$ cat config.mk
export PLATFORM = sky130hd
export DESIGN_NAME = spx_core
export DESIGN_NICKNAME = d
export VERILOG_FILES = /design/src/hdl/spx_pkg.sv /design/src/hdl/spx_core.sv
export SDC_FILE = /design/constraint.sdc
export NUM_CORES = 1
export LEC_CHECK = 0
export CORE_MARGIN = 4
export CORE_UTILIZATION = 25
export DETAILED_ROUTE_END_ITERATION = 8
export DONT_BUFFER_PORTS = 1
export GPL_ROUTABILITY_DRIVEN = 0
export GPL_TIMING_DRIVEN = 0
export PLACE_DENSITY_LB_ADDON = 0.1
export SLEW_MARGIN = 30
export SYNTH_ARGS = -nofsm -noshare
export SYNTH_HDL_FRONTEND = slang
export SYNTH_SLANG_ARGS = --single-unit
$ cat constraint.sdc
create_clock -name clk -period 10.75 [get_ports clk]
set_input_delay 0 -clock clk [delete_from_list [all_inputs] [get_ports clk]]
set_output_delay 0 -clock clk [all_outputs]
set_load 0.05 [all_outputs]
$ cat src/hdl/spx_pkg.sv
// Purpose: shared constants and types of the serial transfer core
// Assumes: 32-bit APB data, byte offsets below are byte addresses
// Notes: one aligned word per register, reserved bits read as zero
package spx_pkg;

    // ----------------------------------------
    // register map
    // ----------------------------------------
    localparam logic [7:0] OFS_CTRL = 8'h00;
    localparam logic [7:0] OFS_STAT = 8'h04;
    localparam logic [7:0] OFS_DATA = 8'h08;
    localparam logic [7:0] OFS_DUMMY = 8'h0C;
    localparam logic [7:0] OFS_BAUD = 8'h10;

    localparam int BAUD_W = 11;
    localparam logic [31:0] CTRL_MASK = 32'h00000FFF;
    localparam logic [31:0] DUMMY_RST = 32'hFFFFFFFF;
    localparam logic [BAUD_W-1:0] BAUD_RST = 11'h000;

    // ----------------------------------------
    // field layouts
    // ----------------------------------------
    typedef struct packed {
        logic [19:0] rsvd;
        logic [3:0] len_code;
        logic swap;
        logic par_en;
        logic rx_only;
        logic lsb_first;
        logic autostop;
        logic hs_mode;
        logic master;
        logic en;
    } spx_ctrl_t;

    typedef struct packed {
        logic [24:0] rsvd;
        logic busy;
        logic tx_empty;
        logic rx_full;
        logic parity_error_flag;
        logic underrun_flag;
        logic mode_fault_flag;
        logic overrun_flag;
    } spx_stat_t;

    typedef struct packed {
        logic sclk;
        logic mosi;
        logic miso;
        logic ss_n;
    } spx_pins_t;

    // ----------------------------------------
    // frame length
    // ----------------------------------------
    localparam logic [3:0] LEN_CODE_16 = 4'h8;
    localparam logic [5:0] LEN_BASE = 6'd8;
    localparam logic [5:0] LEN_16 = 6'd16;
    localparam logic [5:0] LEN_20 = 6'd20;
    localparam logic [5:0] LEN_24 = 6'd24;
    localparam logic [5:0] LEN_32 = 6'd32;

    function automatic logic [5:0] spx_frame_len(input logic [3:0] code);
        logic [5:0] n;
        n = LEN_32;
        if (code <= LEN_CODE_16) begin
            n = LEN_BASE + {2'b00, code};
        end else if (code == 4'h9) begin
            n = LEN_20;
        end else if (code == 4'hA) begin
            n = LEN_24;
        end
        return n;
    endfunction

endpackage

$ cat src/hdl/spx_core.sv
// Purpose: one-channel full-duplex serial transfer core, master or slave
// Assumes: clock mode 0 (idle low, sample rising, change falling), APB slave
// Notes: pins pass two flip-flops; keep master divider ratio at 8 or more
// Functional notes
// - master drives mosi, slave drives miso
// - master clock runs only during a frame
// - receive-only master sends configurable dummy frames
// - normal mode waits for data read
// - high-speed mode starts next frame at once
// - auto-stop halts clock while data unread
// - overrun flagged when new frame dropped while data unread
// - slave shifts only on external clocks
// - slave transmit path double buffered
// - next transmit word accepted while shifting
// - slave without data sends dummy pattern
// - transmit-empty and receive-full requests raised
// - error request with four status flags
// - 16-bit little-endian leaves byte1 then byte0
// - 32-bit leaves byte3 first, optional swap
// - 8-bit frames leave as stored
// - requests usable as transfer-controller triggers
// - length 8..16, 20, 24, 32; msb/lsb first
// - master clock divides by 2 to 4096
//
// Decided for this implementation: the APB interface to the registers and the placing of the registers.
`timescale 1ns/1ns
module spx_core (
    input wire logic clk,
    input wire logic nrst,
    input wire logic psel,
    input wire logic penable,
    input wire logic pwrite,
    input wire logic [7:0] paddr,
    input wire logic [31:0] pwdata,
    output logic [31:0] prdata,
    output logic pready,
    output logic pslverr,
    input wire spx_pkg::spx_pins_t pins_i,
    output logic sclk_o,
    output logic sclk_oe,
    output logic mosi_o,
    output logic mosi_oe,
    output logic miso_o,
    output logic miso_oe,
    output logic ssl_n_o,
    output logic tx_empty_irq,
    output logic rx_full_irq,
    output logic error_irq
);
    import spx_pkg::*;

    typedef enum logic {ST_IDLE, ST_SHIFT} spx_state_t;

    // ----------------------------------------
    // state
    // ----------------------------------------
    spx_ctrl_t ctrl_ff;
    spx_stat_t stat, clr;
    spx_pins_t sy1_ff, sy2_ff;
    spx_state_t st_ff;
    logic [31:0] dummy_ff, tx_buf_ff, rx_buf_ff, sh_ff, rx_sh_ff, prdata_ff;
    logic [BAUD_W-1:0] baud_ff, div_ff;
    logic tx_valid_ff, rx_full_ff, sclk_ff, sclk_d_ff, par_tx_ff, rx_par_ff;
    logic ovr_ff, mode_fault_flag_ff, udr_ff, par_ff;
    logic [5:0] bit_cnt_ff;

    logic wr, rd, mapped, rd_data, wr_data;
    logic [5:0] len, total;
    logic [31:0] mask, src, rx_word;
    logic tick, stall, rise, fall, sample, shift, done, load, go, reload, abort;
    logic m_go, s_go, mode_fault_flag_evt, rx_ok, par_bad;

    // ----------------------------------------
    // apb slave
    // ----------------------------------------
    assign mapped = (paddr == OFS_CTRL) || (paddr == OFS_STAT) || (paddr == OFS_DATA) ||
                    (paddr == OFS_DUMMY) || (paddr == OFS_BAUD);
    assign wr = psel && penable && pwrite && mapped;
    assign rd = psel && penable && !pwrite && mapped;
    assign wr_data = wr && (paddr == OFS_DATA);
    assign rd_data = rd && (paddr == OFS_DATA);
    assign pready = 1'b1;
    assign pslverr = psel && penable && !mapped;
    assign prdata = prdata_ff;
    // write-one-to-clear strobes, laid out like the status word
    assign clr = spx_stat_t'((wr && paddr == OFS_STAT) ? pwdata : 32'h00000000);

    always_comb begin
        stat = '0;
        stat.busy = (st_ff == ST_SHIFT);
        stat.tx_empty = !tx_valid_ff;
        stat.rx_full = rx_full_ff;
        stat.parity_error_flag = par_ff;
        stat.underrun_flag = udr_ff;
        stat.mode_fault_flag = mode_fault_flag_ff;
        stat.overrun_flag = ovr_ff;
    end

    // read data captured in the setup phase so it is stable at the access edge
    always_ff @(posedge clk or negedge nrst) begin
        if (!nrst) begin
            prdata_ff <= '0;
        end else if (psel && !penable) begin
            case (paddr)
                OFS_CTRL: prdata_ff <= ctrl_ff;
                OFS_STAT: prdata_ff <= stat;
                OFS_DATA: prdata_ff <= rx_buf_ff;
                OFS_DUMMY: prdata_ff <= dummy_ff;
                OFS_BAUD: prdata_ff <= {{(32-BAUD_W){1'b0}}, baud_ff};
                default: prdata_ff <= '0;
            endcase
        end
    end

    always_ff @(posedge clk or negedge nrst) begin
        if (!nrst) begin
            ctrl_ff <= '0;
            dummy_ff <= DUMMY_RST;
            baud_ff <= BAUD_RST;
        end else if (wr) begin
            if (paddr == OFS_CTRL) ctrl_ff <= pwdata & CTRL_MASK;
            if (paddr == OFS_DUMMY) dummy_ff <= pwdata;
            if (paddr == OFS_BAUD) baud_ff <= pwdata[BAUD_W-1:0];
        end
    end

    // ----------------------------------------
    // pin synchronisers
    // ----------------------------------------
    always_ff @(posedge clk or negedge nrst) begin
        if (!nrst) begin
            sy1_ff <= '0;
            sy2_ff <= '0;
            sclk_d_ff <= 1'b0;
        end else begin
            sy1_ff <= pins_i;
            sy2_ff <= sy1_ff;
            sclk_d_ff <= sy2_ff.sclk;
        end
    end

    // ----------------------------------------
    // frame shaping
    // ----------------------------------------
    assign len = spx_frame_len(ctrl_ff.len_code);
    assign total = len + {5'd0, ctrl_ff.par_en};
    assign mask = 32'hFFFFFFFF >> (6'd32 - len);

    // little-endian words leave high byte first unless swapped
    function automatic logic [31:0] order(input logic [31:0] w, input logic [5:0] n,
                                          input logic sw);
        logic [31:0] r;
        r = w;
        if (sw && n == LEN_16) r = {16'h0000, w[7:0], w[15:8]};
        if (sw && n == LEN_32) r = {w[7:0], w[15:8], w[23:16], w[31:24]};
        return r;
    endfunction

    // slave without fresh data falls back to the dummy pattern
    assign src = order(tx_valid_ff ? tx_buf_ff : dummy_ff, len, ctrl_ff.swap) & mask;
    assign rx_word = order(ctrl_ff.lsb_first ? (rx_sh_ff >> (6'd32 - len)) : (rx_sh_ff & mask),
                           len, ctrl_ff.swap);
    assign par_bad = ctrl_ff.par_en && ((^rx_word) != rx_par_ff);

    // ----------------------------------------
    // serial clock and edges
    // ----------------------------------------
    // auto-stop parks the clock low before the last sampling edge
    assign stall = ctrl_ff.autostop && rx_full_ff && !sclk_ff &&
                   (bit_cnt_ff == total - 6'd1);
    assign tick = (div_ff == baud_ff) && !stall;

    always_ff @(posedge clk or negedge nrst) begin
        if (!nrst) begin
            div_ff <= '0;
        end else if (st_ff != ST_SHIFT || !ctrl_ff.master || tick) begin
            div_ff <= '0;
        end else if (!stall) begin
            div_ff <= div_ff + 1'b1;
        end
    end

    assign rise = ctrl_ff.master ? (tick && !sclk_ff) : (sy2_ff.sclk && !sclk_d_ff);
    assign fall = ctrl_ff.master ? (tick && sclk_ff) : (!sy2_ff.sclk && sclk_d_ff);
    assign sample = (st_ff == ST_SHIFT) && rise;
    assign shift = (st_ff == ST_SHIFT) && fall;
    // a cut frame never completes, so it cannot land in the receive buffer
    assign done = shift && !abort && (bit_cnt_ff + 6'd1 == total);

    always_ff @(posedge clk or negedge nrst) begin
        if (!nrst) begin
            sclk_ff <= 1'b0;
        end else if (st_ff != ST_SHIFT || !ctrl_ff.master || abort) begin
            sclk_ff <= 1'b0;
        end else if (tick) begin
            sclk_ff <= !sclk_ff;
        end
    end

    // ----------------------------------------
    // frame sequencing
    // ----------------------------------------
    assign mode_fault_flag_evt = ctrl_ff.en && ctrl_ff.master && !sy2_ff.ss_n;
    assign rx_ok = ctrl_ff.hs_mode || !rx_full_ff;
    assign m_go = ctrl_ff.en && ctrl_ff.master && !mode_fault_flag_evt &&
                  (tx_valid_ff || ctrl_ff.rx_only) && rx_ok;
    assign s_go = ctrl_ff.en && !ctrl_ff.master && !sy2_ff.ss_n;
    assign go = ctrl_ff.master ? m_go : s_go;
    assign reload = ctrl_ff.master ? (m_go && ctrl_ff.hs_mode) : s_go;
    assign abort = !ctrl_ff.en || mode_fault_flag_evt || (!ctrl_ff.master && sy2_ff.ss_n);
    assign load = !abort && ((st_ff == ST_IDLE && go) || (done && reload));

    always_ff @(posedge clk or negedge nrst) begin
        if (!nrst) begin
            st_ff <= ST_IDLE;
        end else begin
            case (st_ff)
                ST_IDLE: if (load) st_ff <= ST_SHIFT;
                ST_SHIFT: if (abort || (done && !load)) st_ff <= ST_IDLE;
                default: st_ff <= ST_IDLE;
            endcase
        end
    end

    always_ff @(posedge clk or negedge nrst) begin
        if (!nrst) begin
            sh_ff <= '0;
            par_tx_ff <= 1'b0;
            bit_cnt_ff <= '0;
        end else if (load) begin
            sh_ff <= ctrl_ff.lsb_first ? src : (src << (6'd32 - len));
            par_tx_ff <= ^src;
            bit_cnt_ff <= '0;
        end else if (shift) begin
            sh_ff <= ctrl_ff.lsb_first ? (sh_ff >> 1) : (sh_ff << 1);
            bit_cnt_ff <= bit_cnt_ff + 6'd1;
        end
    end

    always_ff @(posedge clk or negedge nrst) begin
        if (!nrst) begin
            rx_sh_ff <= '0;
            rx_par_ff <= 1'b0;
        end else if (sample && bit_cnt_ff >= len) begin
            rx_par_ff <= ctrl_ff.master ? sy2_ff.miso : sy2_ff.mosi;
        end else if (sample) begin
            rx_sh_ff <= ctrl_ff.lsb_first ?
                {(ctrl_ff.master ? sy2_ff.miso : sy2_ff.mosi), rx_sh_ff[31:1]} :
                {rx_sh_ff[30:0], (ctrl_ff.master ? sy2_ff.miso : sy2_ff.mosi)};
        end
    end

    // ----------------------------------------
    // buffers
    // ----------------------------------------
    // a write in the load cycle wins, so the new word is not lost
    always_ff @(posedge clk or negedge nrst) begin
        if (!nrst) begin
            tx_buf_ff <= '0;
            tx_valid_ff <= 1'b0;
        end else if (wr_data) begin
            tx_buf_ff <= pwdata;
            tx_valid_ff <= 1'b1;
        end else if (load) begin
            tx_valid_ff <= 1'b0;
        end
    end

    always_ff @(posedge clk or negedge nrst) begin
        if (!nrst) begin
            rx_buf_ff <= '0;
            rx_full_ff <= 1'b0;
        end else if (done && (!rx_full_ff || rd_data)) begin
            rx_buf_ff <= rx_word;
            rx_full_ff <= 1'b1;
        end else if (rd_data) begin
            rx_full_ff <= 1'b0;
        end
    end

    // ----------------------------------------
    // error flags, write one to clear, set wins
    // ----------------------------------------
    always_ff @(posedge clk or negedge nrst) begin
        if (!nrst) begin
            ovr_ff <= 1'b0;
            mode_fault_flag_ff <= 1'b0;
            udr_ff <= 1'b0;
            par_ff <= 1'b0;
        end else begin
            // new frame dropped, unread one kept
            ovr_ff <= (done && rx_full_ff && !rd_data) ||
                      (ovr_ff && !clr.overrun_flag);
            mode_fault_flag_ff <= mode_fault_flag_evt || (mode_fault_flag_ff && !clr.mode_fault_flag);
            udr_ff <= (load && !ctrl_ff.master && !tx_valid_ff && !ctrl_ff.rx_only) ||
                      (udr_ff && !clr.underrun_flag);
            par_ff <= (done && par_bad) ||
                      (par_ff && !clr.parity_error_flag);
        end
    end

    // ----------------------------------------
    // requests and pins
    // ----------------------------------------
    assign tx_empty_irq = ctrl_ff.en && !tx_valid_ff;
    assign rx_full_irq = rx_full_ff;
    assign error_irq = ovr_ff || mode_fault_flag_ff || udr_ff || par_ff;

    assign sclk_o = sclk_ff;
    assign sclk_oe = ctrl_ff.en && ctrl_ff.master;
    assign ssl_n_o = !(ctrl_ff.en && ctrl_ff.master && st_ff == ST_SHIFT);
    assign mosi_o = (bit_cnt_ff >= len) ? par_tx_ff :
                    (ctrl_ff.lsb_first ? sh_ff[0] : sh_ff[31]);
    assign mosi_oe = ctrl_ff.en && ctrl_ff.master;
    assign miso_o = mosi_o;
    assign miso_oe = ctrl_ff.en && !ctrl_ff.master && !sy2_ff.ss_n;

endmodule

==> impl_metrics.json <==
{
  "holdWs_ns": 0.02040,
  "synth_cells": 2046,
  "start_util": 0.2526,
  "rows": 98,
  "synth_most_common_cell": "nand2_1",
  "clk_pin_slew_worst_paths_ns": 0.06,
  "grt_pass1_vias": 17210,
  "synth_area_sq_um": 18050,
  "nets": 2198,
  "postRouteAntennaNets": 0,
  "cp-end-kind": "register",
  "drive_gt1_frac": 0.1400,
  "critPathArrivalTime_ns": 8.14,
  "synthToLayoutAreaGrowth_pct": 16.31,
  "clockRootBuffer": "clkbuf_16",
  "clk_latency_ns": 0.55,
  "dr_total_vias": 17380,
  "h-tree-depth": 2,
  "antenna_found_initial": 3,
  "firstDrtPassIters": 6,
  "critPathKind": "reg -> reg",
  "totalWireLength_microns": 85840,
  "core_area_sq_um": 71490,
  "skew_ns": 0.02546,
  "synth_flop_cell": "dfrtp_1",
  "grt_setup_unrepaired": "no",
  "powerDensity_nw_per_um2": 126.4,
  "avgSynthCellArea_sq_um": 8.824,
  "grt-ovfl-total": 0,
  "synthTopCellsByCount": "nand2_1, dfrtp_1, mux2i_1",
  "dieArea_sq_um": 76580,
  "drc": 0,
  "max-cap-violations": 0,
  "synth_top_area_frac": 0.3035,
  "grt_pass1_wl_microns": 125500,
  "synth-edff-count": 0,
  "syn_nets": 2105,
  "n_fill_cell": 7567,
  "ys_ff_latch": 251,
  "die_y_microns": 276.7,
  "ys_warn_count": 0,
  "hold_path.class": "in -> reg",
  "setup_viol": 0,
  "hold_violations": 0,
  "crit_fanout": 11,
  "cts_resized": 0,
  "async_flop_share": 1.000,
  "dpl_worst_slack_ns": 3.431,
  "irDropWorstVdd_v": 0.00009459,
  "cts_buffers": 34,
  "leakage_uw": 0.008924,
  "ys_types": 98,
  "min_period_ns": 7.700,
  "reg2reg_from": "ctrl_ff[8]",
  "crit_path_start": "ctrl_ff[8]",
  "post_drt_via_cell_ratio": 5.578,
  "hpwl_microns": 65760,
  "cts_sinks": 251,
  "synth_area_leader_cell": "dfrtp_1",
  "max_freq_mhz": 129.9,
  "start_kind": "register",
  "status": "complete, no violations",
  "clk_path_buf_depth": 3,
  "hold_start": "pins_i[3]",
  "tritoncts": "done",
  "grt.total_usage": 0.2160,
  "ioPinCount": 93,
  "grt_max_degree": 252,
  "drtIter0Drc": 1899,
  "layout_setup_ws_ns": 3.050,
  "cp.required_ns": 11.19,
  "synth_seq_area_share": 0.3501,
  "die_w_microns": 276.7,
  "worst_slew_pin_slew_ns": 1.064,
  "tns_ns": 0,
  "wl_per_cell_microns": 27.55,
  "synth_area_leaders": "dfrtp_1, mux2i_1, mux2_2",
  "min_period_over_period": 0.7163,
  "drv_slew": 0,
  "slew-limit-headroom": 0.2893,
  "io_buffers": 0
}
cell type report:
type	instances	area, sq um	area share
Tap cell	950	1189	0.05660
Sequential cell	251	6321	0.3010
Inverter	22	90.09	0.004290
Clock inverter	14	100.1	0.004767
Antenna cell	1	2.502	0.0001192
Timing Repair Buffer	57	610.6	0.02908
Multi-Input combinational cell	1609	11010	0.5245
Clock buffer	48	963.4	0.04588
Buffer	164	708.2	0.03372
critical path, cell delays in order, from the launching register on:
cell and delay (ns):
dfrtp_1 0.43, nor2b_2 0.18, buf_6 0.15, inv_8 0.10
buf_6 0.20, buf_6 0.19, buf_2 0.37, clkbuf_1 0.64
ha_1 0.36, buf_2 0.35, buf_1 0.51, clkbuf_1 0.65
a21oi_1 0.08, o21ai_0 0.75, o22ai_1 0.24, nor2_1 0.41
nand2_1 0.12, o21ai_0 0.28, xnor3_1 0.54, xnor2_1 0.22
xnor3_1 0.50, a32o_1 0.28
logic make-up after synthesis:
kind of cell,after synthesis,share of synthesized area
and+or+nand+nor,598,0.1502
AOI/OAI and AO/OA,594,0.2148
muxes,303,0.1807
DFF,251,0.3501
buffers and inverters,186,0.04400
xor gates and xnor gates,102,0.05253
adders and majority gates,11,0.007484
other,1,0.0002077
metal layers:
metal	up-vias	global-route usage	wire, microns
met1	8689	0.2887	37220
met3	172	0.04822	6522
met4	6	0.07355	3441
li1	7696	-	-
met2	817	0.3457	38610
met5	-	0	39
layout by cell type (no fill, tap or decap), types with 8 or more instances in the layout:
| cell | Yosys | routed |
|---|---|---|
| o31ai_1 | 30 | 30 |
| dfrtp_1 | 219 | 219 |
| nor2_1 | 172 | 172 |
| dlygate4sd3_1 | 0 | 51 |
| clkinv_2 | 0 | 8 |
| dfstp_2 | 32 | 32 |
| and3_1 | 8 | 8 |
| o21ai_1 | 12 | 12 |
| o22ai_1 | 19 | 19 |
| o211ai_1 | 14 | 14 |
| nor2b_1 | 16 | 16 |
| o21ai_0 | 168 | 167 |
| a21oi_1 | 142 | 141 |
| o221ai_1 | 12 | 12 |
| nor3b_1 | 15 | 13 |
| nor3_1 | 32 | 32 |
| xnor2_1 | 72 | 72 |
| mux2i_1 | 174 | 173 |
| a221oi_1 | 37 | 37 |
| a31oi_1 | 13 | 13 |
| o21a_1 | 9 | 9 |
| nand2_1 | 232 | 232 |
| a211oi_1 | 31 | 27 |
| inv_1 | 19 | 19 |
| and2_1 | 11 | 11 |
| buf_1 | 17 | 15 |
| mux2_2 | 123 | 123 |
| nand2b_1 | 9 | 9 |
| or3_1 | 13 | 13 |
| xor2_1 | 26 | 26 |
| buf_2 | 26 | 30 |
| nand3_1 | 57 | 57 |
| a22oi_1 | 10 | 10 |
| clkbuf_1 | 111 | 118 |
| ha_1 | 10 | 10 |
| a21o_1 | 13 | 13 |
| clkbuf_16 | 0 | 34 |
path summary, 6_finish.rpt:
kind / endpoint / slack (ns) / cells past startpoint
setup / recovery: par_ff / 3.05 / 21
min in group asynchronous: ctrl_ff[0] / 0.48 / 3
setup reg to reg: par_ff / 3.05 / 21
hold reg to reg: sy2_ff[0] / 0.34 / 0
hold / removal: sy1_ff[3] / 0.02 / 1
max in group asynchronous: sh_ff[9] / 9.31 / 4
flip-flops by register name (all words and copies together) (netlist names), 11 cells and up:
name,count
baud_ff,11
ctrl_ff,12
div_ff,11
dummy_ff,32
prdata,32
rx_buf_ff,32
rx_sh_ff,32
sh_ff,32
tx_buf_ff,32
report_power, final:
| part | leakage (uW) | internal (uW) | switching [uW] |
|---|---|---|---|
| sequential | 0.00332 | 988 | 42.1 |
| combinational | 0.00507 | 197 | 322 |
| clock | 0.000532 | 632 | 472 |
| total | 0.00892 | 1820 | 836 |
stage by stage:
| stage | area [sq um] | instances | utilization | total power, uW |
|---|---|---|---|---|
| after floorplan | 18050 | 2046 | - | 1355 |
| after global placement | 19240 | 2996 | 0.2692 | 1512 |
| after detailed placement | 19330 | 2999 | 0.2704 | 1515 |
| after CTS | 20920 | 3112 | 0.2926 | 2684 |
| after global routing | 21000 | 3115 | 0.2937 | 2769 |
| final | 21000 | 3116 | 0.2937 | 2654 |
timing repair:
| action | 4_1_cts | 5_1_grt |
|---|---|---|
| endpoints found under the setup margin | 0 | 0 |
| hold buffers | 51 | 1 |
| hold endpoints to repair | 348 | 30 |
| setup buffers | 0 | 0 |
No activity file was read; power rests on OpenSTA's default activity.
